$ cat config.mk
export PLATFORM = sky130hd
export DESIGN_NAME = dram_bus_interface
export DESIGN_NICKNAME = d
export VERILOG_FILES = /design/src/rtl/dram_if_pkg.sv /design/src/rtl/dram_sync2.sv /design/src/rtl/dram_bus_interface.sv
export SDC_FILE = /design/constraint.sdc
export NUM_CORES = 1
export LEC_CHECK = 0
export BUFFER_PORTS_ARGS = -buffer_cell sky130_fd_sc_hd__buf_2
export CORE_ASPECT_RATIO = 1.75
export CORE_MARGIN = 8
export CORE_UTILIZATION = 35
export CTS_BUF_LIST = sky130_fd_sc_hd__clkbuf_2 sky130_fd_sc_hd__clkbuf_4 sky130_fd_sc_hd__clkbuf_8
export DETAILED_ROUTE_END_ITERATION = 12
export GPL_TIMING_DRIVEN = 0
export PLACE_DENSITY = 0.49
export SLEW_MARGIN = 10
export SYNTH_ARGS = -nofsm -noshare
export SYNTH_HDL_FRONTEND = slang
export SYNTH_SLANG_ARGS = --single-unit
$ cat constraint.sdc
create_clock -name ref_clk -period 8.8 [get_ports ref_clk]
set_input_delay 2.64 -clock ref_clk [delete_from_list [all_inputs] [get_ports ref_clk]]
set_output_delay 2.64 -clock ref_clk [all_outputs]
set_load 0.02 [all_outputs]
$ cat src/rtl/dram_if_pkg.sv
package dram_if_pkg;
   // Bus widths.
   localparam int ADDR_W    = 16;
   localparam int MA_W      = 7;
   localparam int BANK_W    = 4;
   localparam int NBANK     = 16;
   // Address field positions.
   localparam int BANK_LO   = 12;
   localparam int ROW4_LO   = 0;
   localparam int COL4_LO   = 6;
   localparam int ROW16_LO  = 0;
   localparam int COL16_LO  = 7;
   localparam int QUAD_LO   = 14;
   localparam int ROW4_W    = 6;
   localparam int ROW16_W   = 7;
   // Clock period and timing figures in ns.
   localparam int CLK_NS       = 20;
   localparam int ROW_HOLD_NS  = 30;
   localparam int PRECHARGE_NS = 150;
   // Least times round up to whole cycles.
   localparam int HOLD_CYC = (ROW_HOLD_NS + CLK_NS - 1) / CLK_NS;
   localparam int PRE_CYC  = (PRECHARGE_NS + CLK_NS - 1) / CLK_NS;
   localparam int CNT_W    = 4;
   localparam logic [CNT_W-1:0] CNT_ZERO = 4'h0;
   localparam logic [CNT_W-1:0] CNT_ONE  = 4'h1;
   localparam logic [CNT_W-1:0] HOLD_CNT = CNT_W'(HOLD_CYC);
   localparam logic [CNT_W-1:0] PRE_CNT  = CNT_W'(PRECHARGE_NS / CLK_NS + ((PRECHARGE_NS % CLK_NS) != 0));

   typedef enum logic [4:0] {
      ST_IDLE   = 5'b0_0001,
      ST_ROW    = 5'b0_0010,
      ST_COL    = 5'b0_0100,
      ST_WAITHI = 5'b0_1000,
      ST_PRE    = 5'b1_0000
   } cyc_state_t;
endpackage

$ cat src/rtl/dram_sync2.sv
`timescale 1ns/1ps
module dram_sync2
   import dram_if_pkg::*;
#(
   parameter int W = 1
) (
   input  wire logic         ref_clk, // System clock.
   input  wire logic         rst,     // Synchronous reset.
   input  wire logic [W-1:0] d,       // Asynchronous input.
   output logic      [W-1:0] q        // Synchronised output.
);
   typedef struct packed {
      logic [W-1:0] s1;
      logic [W-1:0] s2;
   } sync_t;

   sync_t st_r;
   sync_t st_nxt;

   always_comb begin
      st_nxt    = st_r;
      st_nxt.s1 = d;
      st_nxt.s2 = st_r.s1;
   end

   always_ff @(posedge ref_clk) begin
      if (rst) begin
         st_r <= '{default: '1};
      end else begin
         st_r <= st_nxt;
      end
   end

   assign q = st_r.s2;
endmodule

$ cat src/rtl/dram_bus_interface.sv
`timescale 1ns/1ps
module dram_bus_interface
   import dram_if_pkg::*;
(
   input  wire logic              ref_clk,             // System clock, 50 MHz.
   input  wire logic              rst,                 // Synchronous reset, active high.
   input  wire logic              memory_request_n,    // Processor memory request, low active.
   input  wire logic              refresh_indicator_n, // Processor refresh flag, low active.
   input  wire logic              rd_n,                // Processor read strobe, low active.
   input  wire logic              wr_n,                // Processor write strobe, low active.
   input  wire logic [ADDR_W-1:0] addr,                // Processor address bus.
   input  wire logic              big_parts,           // High when 16K devices are fitted.
   input  wire logic              early_write,         // High selects write from inverted read.
   input  wire logic              page_hold,           // High keeps row open for page mode.
   output logic      [MA_W-1:0]   ram_addr,            // Multiplexed RAM address.
   output logic      [NBANK-1:0]  ras_n,               // Per-bank row strobes, low active.
   output logic                   cas_n,               // Column strobe to all banks, low active.
   output logic                   ram_we_n,            // RAM write input, low active.
   output logic                   mux_col              // High while column address is shown.
);
   typedef struct packed {
      cyc_state_t            state;
      logic [CNT_W-1:0]      cnt;
      logic [NBANK-1:0]      ras_n;
      logic                  cas_n;
      logic                  mux_col;
      logic                  we_n;
      logic [MA_W-1:0]       ma;
      logic [ADDR_W-1:0]     row_addr;
      logic                  refresh;
   } ctl_t;

   ctl_t ctl_r;
   ctl_t ctl_nxt;

   logic [3:0] pins_s;
   logic       memory_request_n_s;
   logic       refresh_indicator_n_s;
   logic       rd_s;
   logic       wr_s;
   logic [ADDR_W-1:0] addr_s;

   dram_sync2 #(.W(4)) u_sync_ctl (
      .ref_clk (ref_clk),
      .rst     (rst),
      .d       ({memory_request_n, refresh_indicator_n, rd_n, wr_n}),
      .q       (pins_s)
   );

   // The address is stable well before the request, so two stages cost nothing.
   dram_sync2 #(.W(ADDR_W)) u_sync_addr (
      .ref_clk (ref_clk),
      .rst     (rst),
      .d       (addr),
      .q       (addr_s)
   );

   assign memory_request_n_s = pins_s[3];
   assign refresh_indicator_n_s = pins_s[2];
   assign rd_s   = pins_s[1];
   assign wr_s   = pins_s[0];

   function automatic logic [MA_W-1:0] row_bits(input logic [ADDR_W-1:0] a, input logic big);
      if (big) begin
         row_bits = a[ROW16_LO +: ROW16_W];
      end else begin
         row_bits = {1'b0, a[ROW4_LO +: ROW4_W]};
      end
   endfunction

   function automatic logic [MA_W-1:0] col_bits(input logic [ADDR_W-1:0] a, input logic big);
      if (big) begin
         col_bits = a[COL16_LO +: ROW16_W];
      end else begin
         col_bits = {1'b0, a[COL4_LO +: ROW4_W]};
      end
   endfunction

   function automatic logic [NBANK-1:0] bank_sel(input logic [ADDR_W-1:0] a, input logic big);
      logic [BANK_W-1:0] idx;
      idx = big ? {2'b00, a[QUAD_LO +: 2]} : a[BANK_LO +: BANK_W];
      bank_sel = ~(16'h0001 << idx);
   endfunction

   logic row_match;
   assign row_match = (row_bits(addr_s, big_parts) == row_bits(ctl_r.row_addr, big_parts))
                      && (bank_sel(addr_s, big_parts) == bank_sel(ctl_r.row_addr, big_parts));

   always_comb begin
      ctl_nxt = ctl_r;
      // Write strobe either from the processor or, for early write, the inverted read.
      ctl_nxt.we_n = early_write ? ~rd_s : wr_s;
      case (ctl_r.state)
         ST_IDLE: begin
            if (!memory_request_n_s) begin
               ctl_nxt.state    = ST_ROW;
               ctl_nxt.row_addr = addr_s;
               ctl_nxt.refresh  = !refresh_indicator_n_s;
               ctl_nxt.ma       = row_bits(addr_s, big_parts);
               ctl_nxt.cnt      = HOLD_CNT;
               // Refresh strobes every bank; normal access only the decoded bank.
               ctl_nxt.ras_n    = !refresh_indicator_n_s ? '0 : bank_sel(addr_s, big_parts);
            end
         end
         ST_ROW: begin
            if (ctl_r.cnt > CNT_ONE) begin
               ctl_nxt.cnt = ctl_r.cnt - CNT_ONE;
            end else if (ctl_r.refresh) begin
               ctl_nxt.state = ST_WAITHI;
            end else if (!ctl_r.mux_col) begin
               ctl_nxt.mux_col = 1'b1;
               ctl_nxt.ma      = col_bits(ctl_r.row_addr, big_parts);
            end else begin
               ctl_nxt.cas_n = 1'b0;
               ctl_nxt.state = ST_COL;
            end
            if (memory_request_n_s) begin
               ctl_nxt.state   = ST_PRE;
               ctl_nxt.cnt     = PRE_CNT;
               ctl_nxt.ras_n   = '1;
               ctl_nxt.cas_n   = 1'b1;
               ctl_nxt.mux_col = 1'b0;
            end
         end
         ST_COL: begin
            if (memory_request_n_s) begin
               ctl_nxt.cas_n   = 1'b1;
               ctl_nxt.mux_col = 1'b0;
               ctl_nxt.ma      = row_bits(ctl_r.row_addr, big_parts);
               ctl_nxt.state   = page_hold ? ST_WAITHI : ST_PRE;
               ctl_nxt.cnt     = PRE_CNT;
               if (!page_hold) begin
                  ctl_nxt.ras_n = '1;
               end
            end
         end
         ST_WAITHI: begin
            if (ctl_r.refresh) begin
               if (memory_request_n_s) begin
                  ctl_nxt.ras_n = '1;
                  ctl_nxt.state = ST_PRE;
                  ctl_nxt.cnt   = PRE_CNT;
               end
            end else if (!memory_request_n_s) begin
               // Page mode: same row reuses the open row, otherwise close it.
               if (row_match && refresh_indicator_n_s) begin
                  ctl_nxt.row_addr = addr_s;
                  ctl_nxt.ma       = col_bits(addr_s, big_parts);
                  ctl_nxt.mux_col  = 1'b1;
                  ctl_nxt.state    = ST_ROW;
                  ctl_nxt.cnt      = CNT_ONE;
               end else begin
                  ctl_nxt.ras_n = '1;
                  ctl_nxt.state = ST_PRE;
                  ctl_nxt.cnt   = PRE_CNT;
               end
            end else if (!page_hold) begin
               ctl_nxt.ras_n = '1;
               ctl_nxt.state = ST_PRE;
               ctl_nxt.cnt   = PRE_CNT;
            end
         end
         ST_PRE: begin
            // The row strobe stays high for the full precharge however short the gap.
            if (ctl_r.cnt > CNT_ONE) begin
               ctl_nxt.cnt = ctl_r.cnt - CNT_ONE;
            end else begin
               ctl_nxt.cnt   = CNT_ZERO;
               ctl_nxt.state = ST_IDLE;
               ctl_nxt.refresh = 1'b0;
            end
         end
         default: begin
            ctl_nxt.state   = ST_IDLE;
            ctl_nxt.ras_n   = '1;
            ctl_nxt.cas_n   = 1'b1;
            ctl_nxt.mux_col = 1'b0;
         end
      endcase
      // Small parts keep the seventh line grounded in every state, even after a large-part cycle.
      if (!big_parts) begin
         ctl_nxt.ma[MA_W-1] = 1'b0;
      end
   end

   always_ff @(posedge ref_clk) begin
      if (rst) begin
         ctl_r <= '{state: ST_IDLE, cnt: CNT_ZERO, ras_n: '1, cas_n: 1'b1, mux_col: 1'b0,
                    we_n: 1'b1, ma: '0, row_addr: '0, refresh: 1'b0};
      end else begin
         ctl_r <= ctl_nxt;
      end
   end

   assign ram_addr = ctl_r.ma;
   assign ras_n    = ctl_r.ras_n;
   assign cas_n    = ctl_r.cas_n;
   assign ram_we_n = ctl_r.we_n;
   assign mux_col  = ctl_r.mux_col;
endmodule

==> results of run 1 <==
cell usage after synthesis (3+ instances only):
master,n
and2_1,5
nor4b_1,3
nor3b_1,5
mux2_2,3
o21bai_1,3
buf_4,24
buf_1,3
a21oi_1,31
a211oi_1,4
or2_2,42
xor2_1,11
buf_2,8
mux2i_1,47
nor3_1,9
o21ai_0,12
or3_1,3
a31oi_1,4
mux2_1,5
a221oi_1,7
nand3b_1,4
nand2b_1,38
dfxtp_1,92
o22ai_1,7
nand3_1,9
nor2b_1,9
nand2_1,33
clkbuf_1,24
or3b_2,3
inv_1,3
a21o_1,4
nor2_1,71
worst min-delay path by stage:
stage	from	endpoint	slack [ns]
after detailed placement	u_sync_addr.st_nxt[13]	u_sync_addr.q[13]	0.39
final	u_sync_addr.st_nxt[13]	u_sync_addr.q[13]	0.41
after floorplan	u_sync_addr.st_nxt[0]	u_sync_addr.q[0]	0.39
after CTS	u_sync_addr.st_nxt[13]	u_sync_addr.q[13]	0.41
after global routing	u_sync_addr.st_nxt[12]	u_sync_addr.q[12]	0.43
after global placement	u_sync_addr.st_nxt[7]	u_sync_addr.q[7]	0.39
critical path, stage by stage:
cell and delay, ns:
buf_2 0.14, buf_2 0.19, buf_2 0.22, a2111oi_0 0.77
nand3_1 0.13, or4_1 0.65, nor4_4 0.54, a21oi_2 0.31
buf_6 0.24, mux2i_1 0.13
power by group through the flow:
stage	registers (uW)	clock network, uW	logic [uW]
detailed placement	475	0	210
global route	470	336	230
CTS	465	322	210
finish	465	311	207
floorplan	472	0	155
global placement	474	0	206
through the flow:
step	setup WS [ns]	hold slack, ns
2_1_floorplan	3.71	0.389
3_3_place_gp	2.57	0.391
3_5_place_dp	2.53	0.392
4_1_cts	2.96	0.413
5_1_grt	2.82	0.433
6_report	3.09	0.412
registers in the layout, indices dropped and copies added (netlist names):
register,count
u_sync_ctl.st_nxt,4
ram_we_n,1
u_sync_addr.st_nxt,16
ram_addr,7
ras_n,16
u_sync_ctl.q,4
mux_col,1
cas_n,1
u_sync_addr.q,16
ctl_r,26
layer usage:
metal | global-route usage, % | vias to the layer above | share of wire [%]
met5 | 0 | - | 0
met4 | 8.99 | 0 | 4.7
met3 | 2.89 | 35 | 3.7
met2 | 28.8 | 106 | 54
met1 | 14.4 | 1901 | 37
li1 | - | 2043 | -
layout make-up:
| type | count | area [um^2] | area share, % |
|---|---|---|---|
| tap | 177 | 221 | 4.00 |
| sequential | 92 | 1840 | 33.3 |
| timing repair buffer | 49 | 245 | 4.43 |
| clock inverter | 7 | 92.6 | 1.67 |
| multi-input combinational | 412 | 2660 | 48.1 |
| clock buffer | 9 | 124 | 2.24 |
| inverter | 3 | 11.3 | 0.204 |
| buffer | 60 | 333 | 6.02 |
cells by family after synthesis:
family,Yosys count
and+or+nand+nor,247
AOI/OAI and AO/OA,96
DFF,92
buffers and inverters,63
muxes,55
xor gates and xnor gates,12
adders and majority gates,2
==> impl.org, run 1 <==
** Global route
- Global-route wire length before repair :: 21500 um
- Total routing resource utilization after global routing :: 15.0%
- Remaining global-route overflow :: 0
- Antenna violations before repair :: 0
- Maximum number of pins on one net before global-route repair :: 19
- Via count of the first global-routing pass :: 4281

** Clock network
- Post-CTS repair changed the size of 0 cells.
- TritonCTS clock tree :: done
- The clock passes through at most 2 buffers.
- The tree is rooted in a clkbuf_8.
- After clock tree synthesis, the setup repair step added 0 buffers.
- Clock slew at the register clock pins of the worst setup and hold paths :: 0.10 ns
- Clock latency on the worst-skew pair, taken at its later pin, is 0.38 ns.
- For this design, the CTS-stage hold fixing added 0 buffers.
- Counting the buffers created by CTS gives 9.
- The H-tree generated during clock tree synthesis spans 3 levels.
- CTS saw 92 sinks.

** Logic synthesis
- After synthesis, the share of flip-flops with an asynchronous set or reset is 0%.
- After Yosys synthesis, XOR and XNOR cells account for 2.17% of the synthesized area.
- Synthesis instantiated 62 different standard cells from the library.
- Summing every instance area after synthesis gives 4850 um^2.
- Cell type with the highest aggregate area in the netlist :: dfxtp_1
- Number of flops mapped to enable cells by yosys :: 0
- Yosys warning total :: 0
- In the synthesized netlist, the number of instances is 567.
- The synthesized netlist devotes 13.0% of its cell area to compound gates.
- Summing the areas of all fa, ha and maj instances in the mapped netlist gives 0.516% of the synthesized area.
- After synthesis, the largest family of logic cells by area is simple AND/OR/NAND/NOR gates.
- The synthesized design devotes to its leading area cell type 38.0% of total area.
- In the synthesized netlist, mux cells make up 11.6% of the area.
- Avg Synthesized Cell Area :: 8.55 um^2
- The share of the Yosys chip area taken by registers is 38.0%.
- The synthesized design contains 92 register bits.
- In the synthesized netlist the dominant register cell turns out to be dfxtp_1.
- Fraction of the mapped netlist area in simple logic gates :: 27.6%
- Synthesis produced a netlist with a net count of 594.
- Area contributors post-synth :: dfxtp_1, mux2i_1, nor2_1

** Cells and area
- Final non-filler cell area :: 5530 um^2
- In the final layout, the share of cells above drive strength 1 is 24.2%.
- Highest-count cells in the layout ignoring fill and taps :: dfxtp_1, nor2_1, buf_2, mux2i_1, or2_2
- After the last flow step, the layout net total stands at 654.
- Number of antenna repair diodes :: 0
- Compared with the post-synthesis result, the final layout area differs by 14.1%.
- Fill count :: 1461
- Leading cell type in the layout, fill and taps excluded :: dfxtp_1
- Non-filler instance count after layout :: 809
- Final core utilization :: 40.4%

** Power and ir drop
- Combinational power share :: 21.0%
- The share of total power dissipated in sequential elements is 47.3%.
- Sw Ratio :: 31.2%
- Internal power of the cells :: 675 uW
- Total power divided by cell area :: 178 nW/um^2
- Clk pwr share :: 31.6%
- Switching component of the power :: 307 uW
- The worst-case IR drop observed on VDD is 0.102 mV.
- After layout, the design draws a total of 982 uW.
- In this run the static leakage power is 0.00233 uW.

** Setup path
- STA puts the critical path data arrival time at 5.97 ns.
- STA classifies the critical path startpoint as an input port.
- The worst register-to-register path begins at u_sync_addr.q[14].
- Across all register-to-register paths, the minimum setup slack is 5.20 ns.
- The critical path is of the in -> reg type.
- Worst setup path endpoint :: ctl_r[15]
- The worst register-to-register path ends at ctl_r[15].
- The worst setup path is captured at a register.
- In this run the worst path has a maximum fanout of 10.
- Required arrival time at the worst endpoint :: 9.06 ns
- Depth of the worst register-to-register path :: 9
- Critical path origin :: big_parts

** Detailed routing
- # DRC :: 0
- Post-detailed-routing wire length :: 12900 um
- For this run, the detailed router's first-pass iteration total came to 4.
- Count of vias placed by the detailed router :: 4085
- Detail-routed net length per standard cell :: 15.9 um
- Once detail routing completed, the nets flagged for antenna violations numbered 0.
- After the first detailed-routing iteration, the DRC count stood at 121.
- Post-detailed-route via-to-cell ratio :: 5.05

** Timing
- Of the available clock period, the critical path in the final layout requires 64.9%.
- The worst pin sits at a relative slew slack of 31.8%.
- Final setup TNS :: 0 ns
- Setup violations remaining at the end of the flow were counted as 0.
- Period minus WS final :: 5.71 ns
- The max-slew violation count came to 0.
- The clock arrives with 0.0141 ns of skew.
- Setup repair after global routing left no endpoint under its margin.
- The final number of hold-violating endpoints is 0.
- Derived from the worst setup path, the maximum achievable clock frequency is 0.175 GHz.
- At the pin with the least slew margin, the transition time is 1.02 ns.

** Min path
- Number of cells on the worst hold path :: 1
- The path class of the tightest hold or removal check is reg -> reg.

** Floorplan
- Top Ports :: 51
- Initial standard-cell utilization of the core :: 35.4%
- The die covers 18000 um^2.
- Die W :: 105 um
- In this run the core area contains 57 standard-cell rows.
- Core area :: 13700 um^2
- Die extent in y :: 172 um

** Place
- After legalization and detailed placement, the total HPWL measured 10000 um.
- Post-detailed-placement cell area :: 5310 um^2
- Once placement completed, the tool counted placed cells totaling 793.
- Final weighted congestion of routability-driven global placement :: 0.884
- Count of input and output buffers :: 49

** Status
- Result of the run :: finished clean

** Run
- The tool flagged a number of max-cap violations equal to 0.
Note: power is estimated with default switching activity, not from simulation.
==> inputs of run 2 (changes only) <==
--- a/config.mk
+++ b/config.mk
@@ -5,6 +5,7 @@
 export SDC_FILE = /design/constraint.sdc
 export NUM_CORES = 1
 export LEC_CHECK = 0
+export ABC_AREA = 1
 export BUFFER_PORTS_ARGS = -buffer_cell sky130_fd_sc_hd__buf_2
 export CORE_ASPECT_RATIO = 1.75
 export CORE_MARGIN = 8
==> constraint.sdc (replaced) <==
create_clock -name ref_clk -period 5.5 [get_ports ref_clk]
set_input_delay 1.65 -clock ref_clk [delete_from_list [all_inputs] [get_ports ref_clk]]
set_output_delay 1.65 -clock ref_clk [all_outputs]
set_load 0.02 [all_outputs]
==> run 2 against run 1 <==
Compared with the run above:
- core utilization down 0.22 points
- register-to-register slack worse by 2.4 ns
- clock-buffer cell count rose by 1
- synthesized cell count grew 26%
- largest cell class unchanged
- sequential share of layout area shrank 1.1 points
- hold slack got worse by 0.0014 ns
- via count is 17% higher
- cell count is 18% higher
- critical path depth increased by 7
==> impl.org, run 2 <==
** Global route
- The initial antenna violation count came to 0.
- The number of global-route vias before repair came to 4703.
- The first global-routing pass estimated 23500 um of wire.
- Remaining global-route overflow :: 0
- Total routing resource utilization after global routing :: 16.0%
- Maximum number of pins on one net before global-route repair :: 16

** Timing
- Summed over all failing endpoints, the final setup total negative slack is 0 ns.
- Subtracting the final worst setup slack from the clock period gives 3.53 ns.
- The clock arrives with 0.0155 ns of skew.
- Final cycle utilization of the critical path :: 64.1%
- Count of final hold-check violations :: 0
- Pins Over Slew Limit :: 0
- Headroom to the max-slew limit :: 37.9%
- Worst slew pin tran :: 0.909 ns
- Setup violations remaining at the end of the flow were counted as 0.
- Setup repair after global routing left no endpoint under its margin.
- Worst Slack Setup Final :: 1.97 ns
- F_max :: 0.284 GHz

** Floorplan
- Pin placement for this block handled 51 I/O pins.
- Area of the die :: 18700 um^2
- Die W :: 107 um
- Core area :: 14200 um^2
- Die extent in y :: 175 um
- Number of rows in the core area :: 58
- Once the floorplan was initialized, standard cells occupied 35.5% of the core.

** Detailed routing
- Count of vias placed by the detailed router :: 4798
- In this run, the number of DRC markers left after iteration 0 of detailed routing was 184.
- After detailed routing, the number of vias per cell comes to 5.02.
- Detail-routed net length per standard cell :: 15.4 um
- For this run, design rule violations remaining after detail routing come to 0.
- Post-detailed-routing wire length :: 14800 um
- The detail route stage leaves a number of antenna-violating nets equal to 0.
- First-pass iteration count of the detailed router :: 5

** Clock network
- Counting every sink on the clock net gives 92.
- TritonCTS built the clock tree.
- CTS built an H-tree with a depth of 3.
- Clk Latency, worst-skew pair :: 0.36 ns
- Post-CTS timing repair inserted 0 buffers for setup.
- Cell at the root of the clock tree :: clkbuf_8
- Maximum clock path buffer count :: 2
- Resized cells post-CTS :: 0
- Clock slew at the register clock pins of the worst setup and hold paths :: 0.09 ns
- Total CTS buffers :: 9
- In this run, post-CTS hold repair placed 0 buffers.

** Setup path
- Chain of cells forming the critical path :: buf_6, inv_6, nand2_1, nand2_2, buf_6, nand4_1, nand2_1, nand2_1, a21oi_1, nand2_1, nor2_1, nand3_2, nand2_4, nand2_4, buf_6, nand2_1, a21oi_1
- Required arrival time at the worst endpoint :: 5.72 ns
- The critical path in this run is classified as in -> reg.
- Depth of the worst register-to-register path :: 9
- For this run, the slowest stage of the critical path takes 0.28 ns.
- Slowest CP cell :: nand4_1
- R2r startpoint :: ctl_r[48]
- Critical path arrival :: 3.74 ns
- Among the stages of the critical path, the cell type that occurs most often is nand2_1.
- Following the worst setup path forward leads to its endpoint at ctl_r[15].
- Critical path origin :: big_parts
- The setup check on the worst reg-to-reg path leaves a slack of 2.79 ns.
- The worst register-to-register path ends at ram_addr[2].
- The worst setup path is launched from an input port.
- Kind of end point of the critical path :: register
- Along the worst path, the maximum fanout reaches 10.

** Place
- The number of placed instances, taps included, is 941.
- Summed over all nets, the half-perimeter wirelength after detailed placement is 11700 um.
- At the end of routability-driven placement, the weighted congestion stood at 0.925.
- Post-detailed-placement cell area :: 5520 um^2
- Pre-CTS WS :: 1.61 ns
- Count of input and output buffers :: 48

** Logic synthesis
- Main flop type after synthesis :: dfxtp_1
- Syn nets :: 740
- dfxtp_1 takes more of the synthesized area than any other cell.
- After technology mapping, the gate count stands at 713.
- The share of the Yosys chip area taken by registers is 36.4%.
- Of the post-synthesis cell area, the dominant cell type holds 36.4%.
- For this run, the number of Yosys warnings is 0.
- Synthesis-stage register bit count :: 92
- Most numerous cell types in the synthesized netlist :: nand2_1, dfxtp_1, nor2_1
- After synthesis the cells add up to 5050 um^2.
- Counting flops with a built-in enable in the synthesized netlist gives 0.
- In this run, distinct cell masters in the synthesized netlist total 44.
- For this run, asynchronously set or reset flops after synthesis account for 0%.
- Area contributors post-synth :: dfxtp_1, nand2_1, a21oi_1
- Avg Synthesized Cell Area :: 7.09 um^2
- In the post-synthesis netlist, the cell with the most instances is nand2_1.

** Cells and area
- Number of antenna repair diodes :: 0
- Leaving out fill and tap cells, the most frequent cell in the layout is nand2_1.
- Net total in the final layout :: 799
- Non-filler instance count after layout :: 956
- Synthesis-to-finish area growth :: 13.0%
- Counting flops per register, the top entry is ctl_r.
- Fill count :: 1568
- In the final layout, the share of cells above drive strength 1 is 24.2%.
- Flip-flop count of the largest register, all copies and words added :: 26
- Final core utilization :: 40.2%
- After routing the design area is 5710 um^2.
- In the layout the commonest cells are nand2_1, dfxtp_1, nor2_1, inv_1, a21oi_1.

** Power and ir drop
- Power share of the sequential group :: 48.0%
- For this design the total switching power over the nets is 477 uW.
- The clock network accounts for 30.1% of the total power.
- Total power divided by cell area :: 269 nW/um^2
- Internal power of the cells :: 1060 uW
- Summed over all cells, the static leakage comes to 0.00258 uW.
- Net switching is 31.0% of the power.
- Combinational power share :: 21.9%
- Max IR drop VDD :: 0.193 mV

** Min path
- Hold Path Class :: reg -> reg
- Number of cells on the worst hold path :: 1

** Status
- Result of the run :: finished clean

** Run
- Max Cap Viol :: 0
-- run 2: kinds of logic (layout without fill, tap and decap cells) --
family,Yosys count,after routing,synth area share (%)
flip-flops,92,92,36.4
buffers and inverters,123,186,12.8
adder cells (fa/ha/maj),2,2,0.495
AO/OA/AOI/OAI,120,120,13.5
AND/OR/NAND/NOR,373,373,36.3
XOR/XNOR,3,3,0.520
-- run 2: worst max-delay path, delay by kind of cell --
| family | cells | cell delay [ns] |
|---|---|---|
| AO/OA/AOI/OAI | 2 | 0.17 |
| buffers and inverters | 4 | 0.56 |
| AND/OR/NAND/NOR | 11 | 1.33 |
-- run 2: metal layers --
metal / vias to the layer above / GRT usage, % / share of wire, %
li1: 2427 / - / -
met1: 2198 / 14.2 / 36
met2: 133 / 31.3 / 55
met3: 40 / 2.66 / 3.3
met4: 0 / 10.9 / 5.8
met5: - / 0 / 0
-- run 2: final cells by class --
type                    count  area (um^2)  share of cell area [%]
plain buffers              54          382                    6.68
clock buffers              10          131                    2.30
clock inverters             5         62.6                    1.10
inverters                  69          264                    4.62
multi-input cells         498         2570                    44.9
flip-flops and latches     92         1840                    32.2
well taps                 180          225                    3.94
repair buffers             48          240                    4.20
-- run 2: power by group through the flow --
stage / clock network [uW] / logic, uW / registers [uW]
2_1_floorplan: 0 / 248 / 750
3_3_place_gp: 0 / 334 / 753
3_5_place_dp: 0 / 339 / 754
4_1_cts: 476 / 340 / 738
5_1_grt: 504 / 375 / 744
6_report: 463 / 337 / 738
-- run 2: how the worst min path moves through the flow --
stage	from	to	slack (ns)
after floorplan	u_sync_addr.st_nxt[0]	u_sync_addr.q[0]	0.39
after global placement	u_sync_addr.st_nxt[3]	u_sync_addr.q[3]	0.39
after detailed placement	u_sync_addr.st_nxt[1]	u_sync_addr.q[1]	0.39
after CTS	u_sync_addr.st_nxt[1]	u_sync_addr.q[1]	0.41
after global routing	u_sync_addr.st_nxt[1]	u_sync_addr.q[1]	0.42
final	u_sync_addr.st_nxt[3]	u_sync_addr.q[3]	0.41
-- run 2: stage by stage --
| stage | power (uW) | hold WS (ns) |
|---|---|---|
| 6_report | 1540 | 0.411 |
| 5_1_grt | 1620 | 0.424 |
| 4_1_cts | 1550 | 0.414 |
| 3_5_place_dp | 1090 | 0.394 |
| 3_3_place_gp | 1090 | 0.390 |
| 2_1_floorplan | 999 | 0.389 |
==> inputs of run 3 (changes only) <==
--- a/config.mk
+++ b/config.mk
@@ -13,7 +13,7 @@
 export CTS_BUF_LIST = sky130_fd_sc_hd__clkbuf_2 sky130_fd_sc_hd__clkbuf_4 sky130_fd_sc_hd__clkbuf_8
 export DETAILED_ROUTE_END_ITERATION = 12
 export GPL_TIMING_DRIVEN = 0
-export PLACE_DENSITY = 0.49
+export PLACE_DENSITY = 0.51
 export SLEW_MARGIN = 10
 export SYNTH_ARGS = -nofsm -noshare
 export SYNTH_HDL_FRONTEND = slang
==> constraint.sdc (replaced) <==
create_clock -name ref_clk -period 2.86 [get_ports ref_clk]
set_input_delay 0.858 -clock ref_clk [delete_from_list [all_inputs] [get_ports ref_clk]]
set_output_delay 0.858 -clock ref_clk [all_outputs]
set_load 0.02 [all_outputs]
==> run 3 against run 2 <==
Compared with the run above:
- via count down 1.6%
- register-to-register slack worse by 2.6 ns
- combinational power up 91%
- first-iteration DRC count up 8.2%
- critical path depth down 8
- final area up 0.13%
- clock power up 88%
- worst setup slack worse by 1.8 ns
- sequential share of layout area about the same
- critical endpoint is now ram_addr[2]
- largest power group unchanged
- highest routed layer unchanged
==> impl.org, run 3 (synthesis gave the netlist of run 2 again) <==
** Status
- The flow ran to the end, and the final reports show no timing, DRC or antenna violations.

** Setup path
- Chain of cells forming the critical path :: nor2_2, nand2_1, nor3_2, inv_2, nand3_2, nor2_1, a2111oi_0, nor2b_1, nor2_1
- Setup slack of the worst register-to-register path :: 0.19 ns
- Most used cell, CP :: nor2_1
- Slowest CP cell :: a2111oi_0
- On the worst path, the slowest cell contributes a delay of 0.65 ns.
- In this run the worst setup path terminates at ram_addr[2].
- STA classifies the critical path startpoint as a register.
- Critical path origin :: ctl_r[48]
- In this run the critical register-to-register path is launched from ctl_r[48].
- Maximum fanout count along the critical path :: 10
- The endpoint identified for the worst register-to-register timing path is ram_addr[2].
- Kind of end point of the critical path :: register
- STA puts the critical path data required time at 3.15 ns.
- Critical path type :: reg -> reg
- Depth of the worst register-to-register path :: 9
- Critical path arrival :: 2.97 ns

** Detailed routing
- Antenna Nets Post-Route :: 0
- Summing over every cut layer, the via total after detailed routing is 4721.
- In the final routed layout, each cell accounts on average for 15.2 um.
- After detailed routing, the number of remaining DRC violations is 0.
- DRC marker count from the first detailed-route iteration :: 199
- Post-detailed-routing wire length :: 14600 um
- The pre-antenna-repair detailed-routing pass consisted of 4 iterations.
- Using the TritonRoute via totals, the vias-per-cell ratio works out to 4.93.

** Floorplan
- Core area :: 14200 um^2
- Top Ports :: 51
- Area of the die :: 18700 um^2
- Initial standard-cell utilization of the core :: 35.5%
- The floorplan step set the die width to 107 um.
- The floorplan has 58 rows.
- The floorplan step set the die height to 175 um.

** Clock network
- H-tree depth :: 3
- Total CTS buffers :: 9
- Cell at the root of the clock tree :: clkbuf_8
- TritonCTS clock tree :: done
- The clock net in this run drives a total of 92 sinks.
- Maximum clock path buffer count :: 2
- Clock-pin slew was measured on the worst setup and hold paths at 0.10 ns.
- Buffers inserted to repair hold after CTS numbered 0.
- The clock reaches the later pin of the worst-skew pair after 0.38 ns.

** Place
- Summed over all nets, the half-perimeter wirelength after detailed placement is 11600 um.
- At the end of routability-driven placement, the weighted congestion stood at 0.948.
- Count of input and output buffers :: 48
- Post-detailed-placement cell area :: 5520 um^2
- After detailed placement, the design holds a cell count of 941.

** Timing
- The max-slew violation count came to 0.
- Static timing analysis puts the maximum clock frequency at 0.374 GHz.
- Final setup skew :: 0.0105 ns
- Setup repair after global routing left no endpoint under its margin.
- Count of final hold-check violations :: 0
- After layout, the worst path uses 93.5% of the clock period.
- At the pin with the least slew margin, the transition time is 0.816 ns.
- Final setup fails :: 0
- Period minus WS final :: 2.67 ns
- The worst pin sits at a relative slew slack of 44.2%.

** Cells and area
- Number of antenna repair diodes :: 0
- Fraction of layout instances using a drive strength above 1 :: 24.8%
- The register with the most flip-flops in the layout has 26 of them.
- Fill count :: 1600
- Non-filler instance count after layout :: 958
- For this run, the share of the core covered by cells in the final layout is 40.2%.
- Ranked by flip-flop count, first place goes to ctl_r.
- Summing all non-filler instances in the final layout gives an area of 5720 um^2.
- Net total in the final layout :: 800
- Compared with the post-synthesis result, the final layout area differs by 13.2%.
- Multi-input combinational cell area :: 2570 um^2
- Leaving out fill and tap cells, the most frequent cell in the layout is nand2_1.
- Across the whole layout, storage elements account for 1840 um^2.
- Highest-count cells in the layout ignoring fill and taps :: nand2_1, dfxtp_1, inv_1, nor2_1, a21oi_1

** Global route
- Antenna violations before repair :: 0
- Remaining global-route overflow :: 0
- Via count of the first global-routing pass :: 4599
- Total routing resource utilization after global routing :: 15.9%
- Maximum number of pins on one net before global-route repair :: 19
- The first global-routing pass estimated 23000 um of wire.

** Min path
- The min-delay analysis places its worst path in the category reg -> reg.

** Power and ir drop
- Post-layout power :: 2940 uW
- For this design the ratio of total power to cell area is 513 nW/um^2.
- Max IR drop VDD :: 0.294 mV
- LEAKAGE :: 0.00259 uW

** Run
- Max Cap Viol :: 0
[run 3: changes by cell type in the layout (fill, tap and decap cells not counted)]
cell | before | now
clkbuf_4 | 2 | 1
inv_6 | 2 | 5
nor2_1 | 62 | 59
bufinv_16 | 1 | 0
buf_4 | 30 | 31
clkinvlp_4 | 2 | 1
nor2_2 | 6 | 9
inv_8 | 0 | 1
[run 3: final cells by class]
cell class,count,share of cell area (%)
clock inverters,7,1.09
plain buffers,54,6.67
inverters,69,4.62
well taps,180,3.94
clock buffers,9,2.17
multi-input cells,498,45.0
flip-flops and latches,92,32.2
repair buffers,49,4.33
[run 3: timing repair]
item / CTS / global route
setup endpoints to repair: 0 / 14
resized for setup: 0 / 3
buffers inserted: 0 / 1
[run 3: where the power goes]
group	leakage, uW	switching [uW]	internal [uW]
clock	0.0000931	535	336
sequential	0.000759	48.1	1370
combinational	0.00174	389	255
[run 3: worst min path at each step]
stage,from,end,slack [ns],depth (start not counted)
5_1_grt,u_sync_addr.st_nxt[4],u_sync_addr.q[4],0.42,1
6_report,u_sync_addr.st_nxt[7],u_sync_addr.q[7],0.41,1
2_1_floorplan,u_sync_addr.st_nxt[0],u_sync_addr.q[0],0.39,1
4_1_cts,u_sync_addr.st_nxt[7],u_sync_addr.q[7],0.41,1
3_3_place_gp,u_sync_addr.st_nxt[4],u_sync_addr.q[4],0.39,1
3_5_place_dp,u_sync_addr.st_nxt[2],u_sync_addr.q[2],0.39,1
[run 3: routing by layer]
metal	share of wire, %	track usage [%]
met5	0	0
met3	3.1	2.62
met2	56	30.5
met1	37	14.9
met4	4.7	9.91
[run 3: critical path, delay by kind of cell (launching register included)]
| family | cells | cell delay [ns] |
|---|---|---|
| flops | 1 | 0.36 |
| compound gates | 1 | 0.65 |
| buf+inv | 1 | 0.19 |
| simple gates | 7 | 1.39 |
[run 3: per-stage QoR]
step / worst slack (ns) / hold slack (ns) / TNS (ns)
floorplan: 0.332 / 0.389 / 0
global placement: -0.215 / 0.390 / -5.90
finish: 0.186 / 0.406 / 0
detailed placement: -0.252 / 0.393 / -6.53
CTS: 0.154 / 0.410 / 0
global route: 0.0180 / 0.424 / 0
